===== src/common/jt_pkg.sv =====
// Shared constants and types of the boundary-scan pattern engine and its controller
`default_nettype none
package jt_pkg;
   // TAP controller states
   typedef enum logic [3:0] {
      TAP_RESET  = 4'h0, TAP_IDLE   = 4'h1, TAP_SEL_DR = 4'h2, TAP_CAP_DR = 4'h3,
      TAP_SH_DR  = 4'h4, TAP_EX1_DR = 4'h5, TAP_PAU_DR = 4'h6, TAP_EX2_DR = 4'h7,
      TAP_UPD_DR = 4'h8, TAP_SEL_IR = 4'h9, TAP_CAP_IR = 4'ha, TAP_SH_IR  = 4'hb,
      TAP_EX1_IR = 4'hc, TAP_PAU_IR = 4'hd, TAP_EX2_IR = 4'he, TAP_UPD_IR = 4'hf
   } jt_tap_e;

   // Test operations held in all three bits of the test control register
   typedef enum logic [2:0] {
      MODE_TOGGLE = 3'h0,
      MODE_PATGEN = 3'h1,
      MODE_SIGCMP = 3'h2,
      MODE_SIGPAT = 3'h3,
      MODE_SIGCNT = 3'h7
   } jt_mode_e;

   // Instruction register
   localparam logic [7:0] IR_CAPTURE    = 8'h81;
   localparam logic [7:0] IR_BYPASS     = 8'hff;
   localparam logic [7:0] OP_CHAIN_SCAN = 8'h00;
   localparam logic [7:0] OP_CTL_SCAN   = 8'h0f;
   localparam logic [7:0] OP_RUN_TEST   = 8'h0a;

   // Boundary chain layout
   localparam int         CHAIN_W = 48;
   localparam int         AB_EN1  = 47;
   localparam int         AB_EN2  = 46;
   localparam int         BA_EN1  = 45;
   localparam int         BA_EN2  = 44;
   localparam logic [47:0] SH_RST = 48'hf000_0000_0000;

   // Default maximal-length feedback: x^36+x^25+1 and x^18+x^11+1
   localparam logic [35:0] TAPS36_DEF = 36'h8_0100_0000;
   localparam logic [17:0] TAPS18_DEF = 18'h2_0400;

   // Clock and link timing
   localparam int CLK_NS       = 25;
   localparam int TCK_NS       = 200;
   localparam int TCK_HALF_CYC = TCK_NS / (2 * CLK_NS);

   // Controller register map and responses
   localparam logic [7:0] REG_TMS  = 8'h00;
   localparam logic [7:0] REG_TDI  = 8'h04;
   localparam logic [7:0] REG_CMD  = 8'h08;
   localparam logic [7:0] REG_STAT = 8'h0c;
   localparam logic [7:0] REG_TDO  = 8'h10;
   localparam logic [1:0] RESP_OK  = 2'h0;
   localparam logic [1:0] RESP_ERR = 2'h2;
endpackage : jt_pkg
`default_nettype wire


===== src/common/jt_if.sv =====
// Four-wire test access link between controller and device
`timescale 1ns/100ps
`default_nettype none
interface jt_if;
   logic tck;
   logic tms;
   logic tdi;
   logic tdo;
   logic tdo_oe;
   logic tdo_line;

   // Undriven serial output reads high, as through a board pull-up
   assign tdo_line = tdo_oe ? tdo : 1'b1;

   modport host (output tck, output tms, output tdi, input tdo_line);
   modport dev  (input tck, input tms, input tdi, output tdo, output tdo_oe);
endinterface : jt_if
`default_nettype wire


===== src/hw/jt_dev.sv =====
// Device end: TAP controller, boundary chain and run-test pattern engine
`timescale 1ns/100ps
`default_nettype none
module jt_dev
   import jt_pkg::*;
#(
   parameter logic [35:0] TAPS36_AB = TAPS36_DEF,
   parameter logic [35:0] TAPS36_BA = TAPS36_DEF,
   parameter logic [17:0] TAPS18_AB = TAPS18_DEF,
   parameter logic [17:0] TAPS18_BA = TAPS18_DEF
)(
   input  wire logic        aclk,
   input  wire logic        aresetn,
   jt_if.dev                lnk,
   input  wire logic [17:0] a_in,
   input  wire logic [17:0] b_in,
   output logic      [17:0] a_out,
   output logic      [17:0] a_oe,
   output logic      [17:0] b_out,
   output logic      [17:0] b_oe
);
   // Feedback without the top tap would not be a full-width register
   if (!TAPS36_AB[35] || !TAPS36_BA[35] || !TAPS18_AB[17] || !TAPS18_BA[17])
   begin : g_bad_taps
      $error("jt_dev: top tap bit of every feedback mask must be set");
   end

   logic [38:0] s1_r;
   logic [38:0] s2_r;
   logic        tck_q_r;
   logic        rise;
   logic        fall;
   logic        tms_s;
   logic        tdi_s;
   logic [17:0] a_s;
   logic [17:0] b_s;

   // Two flip-flops on every pin before any logic looks at it
   always_ff @(posedge aclk)
   begin
      if (!aresetn)
      begin
         s1_r    <= '0;
         s2_r    <= '0;
         tck_q_r <= 1'b0;
      end
      else
      begin
         s1_r    <= {lnk.tck, lnk.tms, lnk.tdi, a_in, b_in};
         s2_r    <= s1_r;
         tck_q_r <= s2_r[38];
      end
   end

   // Test clock edges; everything below moves only on these
   assign rise  = s2_r[38] & ~tck_q_r;
   assign fall  = ~s2_r[38] & tck_q_r;
   assign tms_s = s2_r[37];
   assign tdi_s = s2_r[36];
   assign a_s   = s2_r[35:18];
   assign b_s   = s2_r[17:0];

   function automatic jt_tap_e tap_next(input jt_tap_e s, input logic m);
      unique case (s)
         TAP_RESET:  tap_next = m ? TAP_RESET  : TAP_IDLE;
         TAP_IDLE:   tap_next = m ? TAP_SEL_DR : TAP_IDLE;
         TAP_SEL_DR: tap_next = m ? TAP_SEL_IR : TAP_CAP_DR;
         TAP_CAP_DR: tap_next = m ? TAP_EX1_DR : TAP_SH_DR;
         TAP_SH_DR:  tap_next = m ? TAP_EX1_DR : TAP_SH_DR;
         TAP_EX1_DR: tap_next = m ? TAP_UPD_DR : TAP_PAU_DR;
         TAP_PAU_DR: tap_next = m ? TAP_EX2_DR : TAP_PAU_DR;
         TAP_EX2_DR: tap_next = m ? TAP_UPD_DR : TAP_SH_DR;
         TAP_UPD_DR: tap_next = m ? TAP_SEL_DR : TAP_IDLE;
         TAP_SEL_IR: tap_next = m ? TAP_RESET  : TAP_CAP_IR;
         TAP_CAP_IR: tap_next = m ? TAP_EX1_IR : TAP_SH_IR;
         TAP_SH_IR:  tap_next = m ? TAP_EX1_IR : TAP_SH_IR;
         TAP_EX1_IR: tap_next = m ? TAP_UPD_IR : TAP_PAU_IR;
         TAP_PAU_IR: tap_next = m ? TAP_EX2_IR : TAP_PAU_IR;
         TAP_EX2_IR: tap_next = m ? TAP_UPD_IR : TAP_SH_IR;
         TAP_UPD_IR: tap_next = m ? TAP_SEL_DR : TAP_IDLE;
      endcase
   endfunction : tap_next

   // Opcode X00 and 1XX overlap, so the low pair decides first
   function automatic jt_mode_e mode_of(input logic [2:0] c);
      unique case (c[1:0])
         2'h0:    mode_of = MODE_TOGGLE;
         2'h1:    mode_of = MODE_PATGEN;
         2'h2:    mode_of = MODE_SIGCMP;
         default: mode_of = c[2] ? MODE_SIGCNT : MODE_SIGPAT;
      endcase
   endfunction : mode_of

   // XOR feedback keeps an all-zero register at zero
   function automatic logic [35:0] step36(input logic [35:0] s, input logic [35:0] t);
      step36 = {s[34:0], ^(s & t)};
   endfunction : step36

   function automatic logic [17:0] step18(input logic [17:0] s, input logic [17:0] t);
      step18 = {s[16:0], ^(s & t)};
   endfunction : step18

   jt_tap_e     st_r,   st_nxt;
   logic [7:0]  irs_r,  irs_nxt;
   logic [7:0]  ir_r,   ir_nxt;
   logic [47:0] ch_r,   ch_nxt;
   logic [47:0] sh_r,   sh_nxt;
   logic [2:0]  ctl_r,  ctl_nxt;
   logic        byp_r,  byp_nxt;
   logic        tdo_r,  tdo_nxt;
   logic        toe_r,  toe_nxt;
   logic [17:0] ao_r,   ao_nxt;
   logic [17:0] aoe_r,  aoe_nxt;
   logic [17:0] bo_r,   bo_nxt;
   logic [17:0] boe_r,  boe_nxt;

   logic        ab;
   logic        ba;
   logic        run_go;
   logic        sel_ch;
   logic        sel_ctl;
   logic        tmode;
   jt_mode_e    mode;

   // Direction comes from the enable latches that drive the pins
   assign ab      = ~sh_r[AB_EN1] & ~sh_r[AB_EN2] & sh_r[BA_EN1] & sh_r[BA_EN2];
   assign ba      = sh_r[AB_EN1] & sh_r[AB_EN2] & ~sh_r[BA_EN1] & ~sh_r[BA_EN2];
   assign run_go  = (ir_r == OP_RUN_TEST) && (st_r == TAP_IDLE) && (ab || ba);
   assign sel_ch  = (ir_r == OP_CHAIN_SCAN);
   assign sel_ctl = (ir_r == OP_CTL_SCAN);
   assign tmode   = sel_ch || (ir_r == OP_RUN_TEST);
   assign mode    = mode_of(ctl_r);

   logic [35:0] io;
   logic [35:0] eng;
   logic [17:0] in_h;
   logic [17:0] out_h;
   logic [17:0] pin_h;
   logic [17:0] in_n;
   logic [17:0] out_n;
   logic [35:0] t36;
   logic [17:0] t18;

   // Next content of the I/O cells for one run-test clock
   always_comb
   begin
      io    = ch_r[35:0];
      t36   = ab ? TAPS36_AB : TAPS36_BA;
      t18   = ab ? TAPS18_AB : TAPS18_BA;
      in_h  = ab ? io[35:18] : io[17:0];
      out_h = ab ? io[17:0] : io[35:18];
      pin_h = ab ? a_s : b_s;
      in_n  = step18(in_h, t18) ^ pin_h;
      out_n = out_h;
      eng   = io;
      unique case (mode)
         MODE_TOGGLE:
         begin
            in_n  = pin_h;
            out_n = ~out_h;
         end
         MODE_PATGEN: eng   = step36(io, t36);
         MODE_SIGCMP: eng   = step36(io, t36) ^ (ab ? {a_s, 18'h0} : {18'h0, b_s});
         MODE_SIGPAT: out_n = step18(out_h, t18);
         MODE_SIGCNT: out_n = out_h + 18'h1;
      endcase
      if (mode != MODE_PATGEN && mode != MODE_SIGCMP)
      begin
         eng = ab ? {in_n, out_n} : {out_n, in_n};
      end
   end

   // TAP, instruction, data registers and shadow latches
   always_comb
   begin
      st_nxt  = st_r;
      irs_nxt = irs_r;
      ir_nxt  = ir_r;
      ch_nxt  = ch_r;
      sh_nxt  = sh_r;
      ctl_nxt = ctl_r;
      byp_nxt = byp_r;
      tdo_nxt = tdo_r;
      toe_nxt = toe_r;
      if (rise)
      begin
         st_nxt = tap_next(st_r, tms_s);
         unique case (st_r)
            TAP_CAP_IR: irs_nxt = IR_CAPTURE;
            TAP_SH_IR:  irs_nxt = {tdi_s, irs_r[7:1]};
            TAP_CAP_DR:
            begin
               byp_nxt = 1'b0;
               if (sel_ch)
               begin
                  ch_nxt[35:0] = {a_s, b_s};
               end
            end
            TAP_SH_DR:
            begin
               byp_nxt = tdi_s;
               if (sel_ch)
               begin
                  ch_nxt = {tdi_s, ch_r[47:1]};
               end
               if (sel_ctl)
               begin
                  ctl_nxt = {tdi_s, ctl_r[2:1]};
               end
            end
            TAP_IDLE:
            begin
               // Control cells 47..36 never take part in the algorithms
               if (run_go)
               begin
                  ch_nxt[35:0] = eng;
               end
            end
            default: ;
         endcase
      end
      if (fall)
      begin
         toe_nxt = (st_r == TAP_SH_IR) || (st_r == TAP_SH_DR);
         tdo_nxt = (st_r == TAP_SH_IR) ? irs_r[0] :
                   sel_ch ? ch_r[0] : sel_ctl ? ctl_r[0] : byp_r;
         unique case (st_r)
            TAP_RESET:  ir_nxt = IR_BYPASS;
            TAP_UPD_IR: ir_nxt = irs_r;
            TAP_UPD_DR:
            begin
               if (sel_ch)
               begin
                  sh_nxt = ch_r;
               end
            end
            TAP_IDLE:
            begin
               // Signature mode leaves the latches driving their old values
               if (run_go && mode != MODE_SIGCMP)
               begin
                  sh_nxt[35:0] = ch_r[35:0];
               end
            end
            default: ;
         endcase
      end
   end

   // Pins follow the latches; enable cells still steer drive in run mode
   always_comb
   begin
      ao_nxt  = sh_r[35:18];
      bo_nxt  = sh_r[17:0];
      aoe_nxt = tmode ? {{9{~sh_r[BA_EN2]}}, {9{~sh_r[BA_EN1]}}} : 18'h0;
      boe_nxt = tmode ? {{9{~sh_r[AB_EN2]}}, {9{~sh_r[AB_EN1]}}} : 18'h0;
   end

   always_ff @(posedge aclk)
   begin
      if (!aresetn)
      begin
         st_r  <= TAP_RESET;
         irs_r <= 8'h00;
         ir_r  <= IR_BYPASS;
         ch_r  <= SH_RST;
         sh_r  <= SH_RST;
         ctl_r <= 3'h0;
         byp_r <= 1'b0;
         tdo_r <= 1'b0;
         toe_r <= 1'b0;
         ao_r  <= 18'h0;
         aoe_r <= 18'h0;
         bo_r  <= 18'h0;
         boe_r <= 18'h0;
      end
      else
      begin
         st_r  <= st_nxt;
         irs_r <= irs_nxt;
         ir_r  <= ir_nxt;
         ch_r  <= ch_nxt;
         sh_r  <= sh_nxt;
         ctl_r <= ctl_nxt;
         byp_r <= byp_nxt;
         tdo_r <= tdo_nxt;
         toe_r <= toe_nxt;
         ao_r  <= ao_nxt;
         aoe_r <= aoe_nxt;
         bo_r  <= bo_nxt;
         boe_r <= boe_nxt;
      end
   end

   assign lnk.tdo    = tdo_r;
   assign lnk.tdo_oe = toe_r;
   assign a_out      = ao_r;
   assign a_oe       = aoe_r;
   assign b_out      = bo_r;
   assign b_oe       = boe_r;
endmodule : jt_dev
`default_nettype wire


===== src/flat_wrapper.sv =====
// flat-port wrapper written by rule: the top's interface ports become plain ports
module jt_dev_flat import jt_pkg::*;
#(
   parameter logic [35:0] TAPS36_AB = TAPS36_DEF,
   parameter logic [35:0] TAPS36_BA = TAPS36_DEF,
   parameter logic [17:0] TAPS18_AB = TAPS18_DEF,
   parameter logic [17:0] TAPS18_BA = TAPS18_DEF
)
  (aclk, aresetn, a_in, b_in, a_out, a_oe, b_out, b_oe, lnk_tck, lnk_tms, lnk_tdi, lnk_tdo, lnk_tdo_oe);
  jt_if lnk_i ();
  input  wire logic aclk;
  input  wire logic aresetn;
  input  wire logic [17:0] a_in;
  input  wire logic [17:0] b_in;
  output logic      [17:0] a_out;
  output logic      [17:0] a_oe;
  output logic      [17:0] b_out;
  output logic      [17:0] b_oe;
  input wire logic [$bits(lnk_i.tck)-1:0] lnk_tck;
  input wire logic [$bits(lnk_i.tms)-1:0] lnk_tms;
  input wire logic [$bits(lnk_i.tdi)-1:0] lnk_tdi;
  output wire logic [$bits(lnk_i.tdo)-1:0] lnk_tdo;
  output wire logic [$bits(lnk_i.tdo_oe)-1:0] lnk_tdo_oe;
  assign lnk_i.tck = lnk_tck;
  assign lnk_i.tms = lnk_tms;
  assign lnk_i.tdi = lnk_tdi;
  assign lnk_tdo = lnk_i.tdo;
  assign lnk_tdo_oe = lnk_i.tdo_oe;
  jt_dev #(.TAPS36_AB(TAPS36_AB), .TAPS36_BA(TAPS36_BA), .TAPS18_AB(TAPS18_AB), .TAPS18_BA(TAPS18_BA)) u_core (.aclk(aclk), .aresetn(aresetn), .lnk(lnk_i), .a_in(a_in), .b_in(b_in), .a_out(a_out), .a_oe(a_oe), .b_out(b_out), .b_oe(b_oe));
endmodule

===== config.mk =====
export PLATFORM = sky130hd
export DESIGN_NAME = jt_dev_flat
export DESIGN_NICKNAME = d
export VERILOG_FILES = /design/src/common/jt_pkg.sv /design/src/common/jt_if.sv /design/src/hw/jt_dev.sv /design/src/flat_wrapper.sv
export SDC_FILE = /design/constraint.sdc
export NUM_CORES = 1
export LEC_CHECK = 0
export ABC_AREA = 1
export BUFFER_PORTS_ARGS = -buffer_cell sky130_fd_sc_hd__buf_2
export CORE_MARGIN = 8
export CORE_UTILIZATION = 45
export DETAILED_ROUTE_END_ITERATION = 8
export PLACE_DENSITY = 0.6
export SYNTH_ARGS = -nofsm -noshare
export SYNTH_HDL_FRONTEND = slang
export SYNTH_SLANG_ARGS = --single-unit

===== constraint.sdc =====
create_clock -name aclk -period 5.61 [get_ports aclk]
set_input_delay 1.122 -clock aclk [delete_from_list [all_inputs] [get_ports aclk]]
set_output_delay 1.122 -clock aclk [all_outputs]
set_load 0.005 [all_outputs]

=== Yosys cells after proc, flatten, opt, wreduce, memory -nomap -nowiden ===
Index checks and enable logic that the tools add are counted.

* $add $sub $neg: 1
* Equal/unequal tests: 31
* Muxes and demuxes: 37
* Bitwise logic cells: 17
* Reduce and logical (&&, ||, !) cells: 31

{| class="wikitable"
|+ Operator list
! cell !! number
|-
| two-way mux 36 bit || 8
|-
| one-hot mux 36 bit (2 select lines) || 2
|-
| one-hot mux 36 bit (3 select lines) || 1
|-
| two-way mux 18 bit || 4
|-
| one-hot mux 18 bit (3 select lines) || 1
|-
| one-hot mux 4 bit (12 select lines) || 1
|-
| XOR reduction 18 bit || 2
|-
| XOR reduction 36 bit || 1
|-
| XOR 36 bit || 1
|-
| equality test 4 bit (second input constant) || 8
|-
| one-hot mux 8 bit (2 select lines) || 2
|-
| adder 18 x 1 -> 18 bit (second input constant) || 1
|-
| inverter 18 bit || 1
|-
| XOR 18 bit || 1
|-
| equality test 4 x 3 -> 1 bit (second input constant) || 4
|-
| equality test 8 x 4 -> 1 bit (second input constant) || 2
|-
| two-way mux 4 bit || 4
|-
| two-way mux 3 bit || 3
|-
| one-hot mux 3 bit (3 select lines) || 1
|-
| AND reduction 3 bit || 3
|-
| bitwise AND 1 bit || 8
|-
| equality test 4 x 2 -> 1 bit (second input constant) || 2
|-
| zero test 8 bit || 1
|-
| inequality test 2 x 1 -> 1 bit (second input constant) || 4
|-
| other kinds (26) || 51
|}

* Bits in registers: 257
* Logic and storage cells: 135

=== Longest topological paths before layout ===
* Word-level depth: 12
* Gate-level depth with buffers: 20
* Gate-level depth less buffers: 19

=== Least setup slack after synthesis ===
No wires, ideal clock.

* Path type: input -> register
* Start point: input port aresetn
* End point: register u_core.ch_r[47]
* Library setup time: 0.145 ns
* Arrival: 2.015 ns
* Setup slack: 3.450 ns
* Cell stages on the path: 4
* Cells stage by stage: clkbuf_1 > clkbuf_1 > clkbuf_1 > o221ai_1

{| class="wikitable"
|+ RTL lines
! item !! RTL line !! RTL
|-
| start: declaration || flat_wrapper.sv:12 || <nowiki>input wire logic aresetn;</nowiki>
|-
| end signal: assignment || jt_dev.sv:282 || <nowiki>ch_r <= ch_nxt;</nowiki>
|-
| end: declaration || jt_dev.sv:106 || <nowiki>logic [47:0] ch_r, ch_nxt;</nowiki>
|}

No word-level cell between the ends.

=== Final worst setup path ===
* Start point: register u_core.st_r[0]
* End point: register u_core.ch_r[27]

* Cells in the longest elaborated chain, start to end: 5

{| class="wikitable"
|+ RTL lines
! item !! RTL line !! RTL
|-
| start: declaration || jt_dev.sv:103 || <nowiki>jt_tap_e st_r, st_nxt;</nowiki>
|-
| start signal: assignment || jt_dev.sv:279 || <nowiki>st_r <= st_nxt;</nowiki>
|-
| equality test 4 x 1 -> 1 bit || jt_dev.sv:128, jt_dev.sv:188 ||
|-
| logical AND 1 bit (2 in a row) || jt_dev.sv:128 || <nowiki>assign run_go = (ir_r == OP_RUN_TEST) && (st_r == TAP_IDLE) && (ab || ba);</nowiki>
|-
| inequality test 2 x 1 -> 1 bit (no line) || -- ||
|-
| AND reduction 6 bit (no line) || -- ||
|}

Parallel ways exist; a longest one is shown, timed or not.
A chain may end at the register's enable or synchronous reset.

==> impl_results.md <==
- TritonRoute pass-1 iters: 6
- Vias in the first global route: 10169
- Most common cell after layout, fill and taps aside: nand2_1
- Vias: 11079
- First DRT Iteration DRCs: 1124
- FF-to-FF path depth: 11
- Cell depth of the worst hold path: 2
- NumNets Final: ~1800
- Setup Fix Bufs, Post-CTS: 0
- Hold-fix buffers, CTS: 0
- Final Hold Fails: 0
- FMAX: 275.2 MHz
- Async SR Flop Fraction: 0%
- Core Area: around 26000 um^2
- FF+latch count, synth: 233
- Power density over cell area: 266.8 nW/um^2
- Crit Path Class: register to register
- Total wire length: 33870 um
- Layout area overhead: 10.70%
- Final setup fails: 0
- Die width: 177.7 um
- First-pass GRT wire length: 54200 um
- Final instance area: 13030 um^2
- Post-DR vias/cell: 5.165
- Global route overflow: 0
- Sequential power share: between 40% and 50%
- Synth unique cells: 43
- Cts bufs inserted: 25
- Post-Syn Instances: between 1500 and 2000
- Slew margin rel.: 20.57%
- Max-cap viol count: 0
- Seq/Total Area, Yosys: 39.63%
- CTS H-tree lvls: 1
- Comb pwr share: 4.1%
- Initial antenna violation count: 2
- Worst r2r src: u_core.st_r[0]
- Syn Nets: about 1800
- Slew @ Worst Pin: 1.190 ns
- Antenna fix cells: 0
- Wirelength per Cell: 15.79 um
- Worst endpoint required time: 6.03 ns
- Overall routing resource usage: 21.02%
- Final period utilization: 64.76%
- Area of placed instances: 12240 um^2
- Clock Path Buffers: 3
- Leakage: 0.006487 uW
- Slew Viols, Final: 0
- CTS tree: done
- CP arrival: 4.05 ns
- CTS resizes: 0
- Antenna Violating Nets Remaining: 0
- Post-route DRC violation count: 0
- Fin crit period: approximately 3.6 ns
- Clock share of power: between 40% and 50%
- Reg2reg end: u_core.ch_r[27]
- RSZ-0062 raised after global routing: false
- Min-delay src: u_core.s1_r[17]
- Critical path peak fanout: 48
- R2R Setup Slk: 1.98 ns
- Internal power: 2678 uW
- Hold Crit Class: register to register
- Synth Flop Type: dfxtp_1
- GP Congestion: 0.8785
- CTS root buffer: clkbuf_16
- Cell Area, Synth: roughly 12000 um^2
- DIE AREA: 31590 um^2
- Worst Setup Start Kind: register
- Sw Ratio: 22.98%
- Worst Hold End: u_core.s2_r[17]
- Skew-Pair Late Insertion Delay: ~0.54 ns
- # IOs: around 120
- DP HPWL: roughly 23000 um
- Die H: ~180 um
- Post-synth EDFFs: 0
- Clock transition at path regs: 0.07 ns
- Clock sinks: about 230
- Status: finished, final reports clean
- Layout cell share with drive strength beyond 1: between 10% and 20%
- PortBufs: 114
- # rows: around 60
- Mean post-synth cell area: ~6.7 um^2
- Largest net degree at the start of global routing: 110
- Final Skew: 0.02600 ns
- Commonest non-fill, non-tap cells in the layout: nand2_1, inv_1, dfxtp_1
- Worst vdd ir: 0.2539 mV
- Net Switching: 798.9 uW
- Starting Density: 45.55%
- Setup TNS: 0 ns
- YS warnings: 0
- Worst Setup End Kind: register
==> cell usage after synthesis, types with 8 or more instances <==
cell	number	area share [%]
nand2_2	11	0.58
buf_2	12	0.51
o22ai_1	13	0.69
buf_4	37	2.4
xnor2_1	8	0.60
nand2_1	416	13
nor2_1	108	3.4
a21oi_1	135	5.7
nand4_1	8	0.43
o21ai_0	106	4.5
nand3_1	101	4.3
nor3_1	11	0.47
o211ai_1	20	1.3
a221oi_1	42	3.1
xor2_1	11	0.82
o31ai_1	8	0.51
o21ai_1	39	1.7
dfxtp_1	233	40
inv_1	314	10
clkbuf_1	63	2.0
==> through the flow <==
| stage | cells | total power, uW | utilization, % | setup WS [ns] | hold WS [ns] |
|---|---|---|---|---|---|
| floorplan | 1759 | 1838 | - | 3.450 | 0.3905 |
| global placement | 2100 | 1886 | 47.36 | 2.208 | 0.3985 |
| detailed placement | 2100 | 1888 | 47.36 | 2.161 | 0.3968 |
| CTS | 2145 | 3518 | 50.43 | 2.102 | 0.4057 |
| global route | 2145 | 3602 | 50.43 | 1.678 | 0.4286 |
| finish | 2145 | 3477 | 50.43 | 1.977 | 0.4005 |
==> critical path: stages, from the launching register on <==
cell and delay [ns]:
dfxtp_1 0.57, inv_1 0.18, nor2_1 0.12, inv_1 0.08, nor2_2 0.08, buf_4 0.43, inv_1 0.16, o21ai_1 0.13
nand3_2 0.80, buf_4 0.55, a221oi_1 0.27, a21oi_1 0.11
==> sequential cells by signal, indices dropped and copies added, names as in the netlist <==
| name | cells |
|---|---|
| u_core.a_oe | 2 |
| u_core.a_out | 18 |
| u_core.b_oe | 2 |
| u_core.b_out | 18 |
| u_core.byp_r | 1 |
| u_core.ch_r | 48 |
| u_core.ctl_r | 3 |
| u_core.ir_r | 8 |
| u_core.irs_r | 8 |
| u_core.lnk.tdo | 1 |
| u_core.lnk.tdo_oe | 1 |
| u_core.s1_r | 39 |
| u_core.s2_r | 39 |
| u_core.sh_r | 40 |
| u_core.st_r | 4 |
| u_core.tck_q_r | 1 |
==> how the worst max path moves through the flow <==
stage                          from  depth (start not counted)              end  slack, ns
floorplan                   aresetn                          4  u_core.ch_r[47]       3.45
global placement    u_core.sh_r[47]                          9  u_core.ch_r[26]       2.21
detailed placement   u_core.st_r[0]                         11  u_core.ch_r[26]       2.16
CTS                  u_core.st_r[0]                         11  u_core.ch_r[27]       2.10
global route         u_core.st_r[0]                         11  u_core.ch_r[27]       1.68
finish               u_core.st_r[0]                         11  u_core.ch_r[27]       1.98
==> power groups by stage <==
stage	clock network (uW)	logic (uW)	registers, uW
2_1_floorplan	0	104	1730
3_3_place_gp	0	141	1750
3_5_place_dp	0	143	1740
4_1_cts	1670	144	1710
5_1_grt	1730	166	1710
6_report	1620	143	1710
==> cells by family after synthesis <==
| logic type | after synthesis | share of synthesized area, % |
|---|---|---|
| compound gates | 387 | 19.15 |
| fa+ha+maj | 4 | 0.4252 |
| simple gates | 669 | 23.44 |
| flops | 233 | 39.63 |
| buf+inv | 447 | 15.95 |
| xor+xnor | 19 | 1.414 |
==> cell type report <==
cell class / instances / area, um^2
clock inverters: 10 / 110.1
flip-flops and latches: 233 / 4664
well taps: 335 / 419.2
fillers: 2668 / 12810
clock buffers: 35 / 683.2
inverters: 325 / 1220
repair buffers: 128 / 681.9
multi-input cells: 1079 / 5251
==> metal layers <==
metal	up-vias	global-route usage (%)	wire length, um
li1	5613	-	-
met1	4980	29.93	15750
met2	416	31.97	14210
met3	66	3.660	3082
met4	4	6.078	794
met5	-	0	36
No activity file was read; power rests on OpenSTA's default activity.
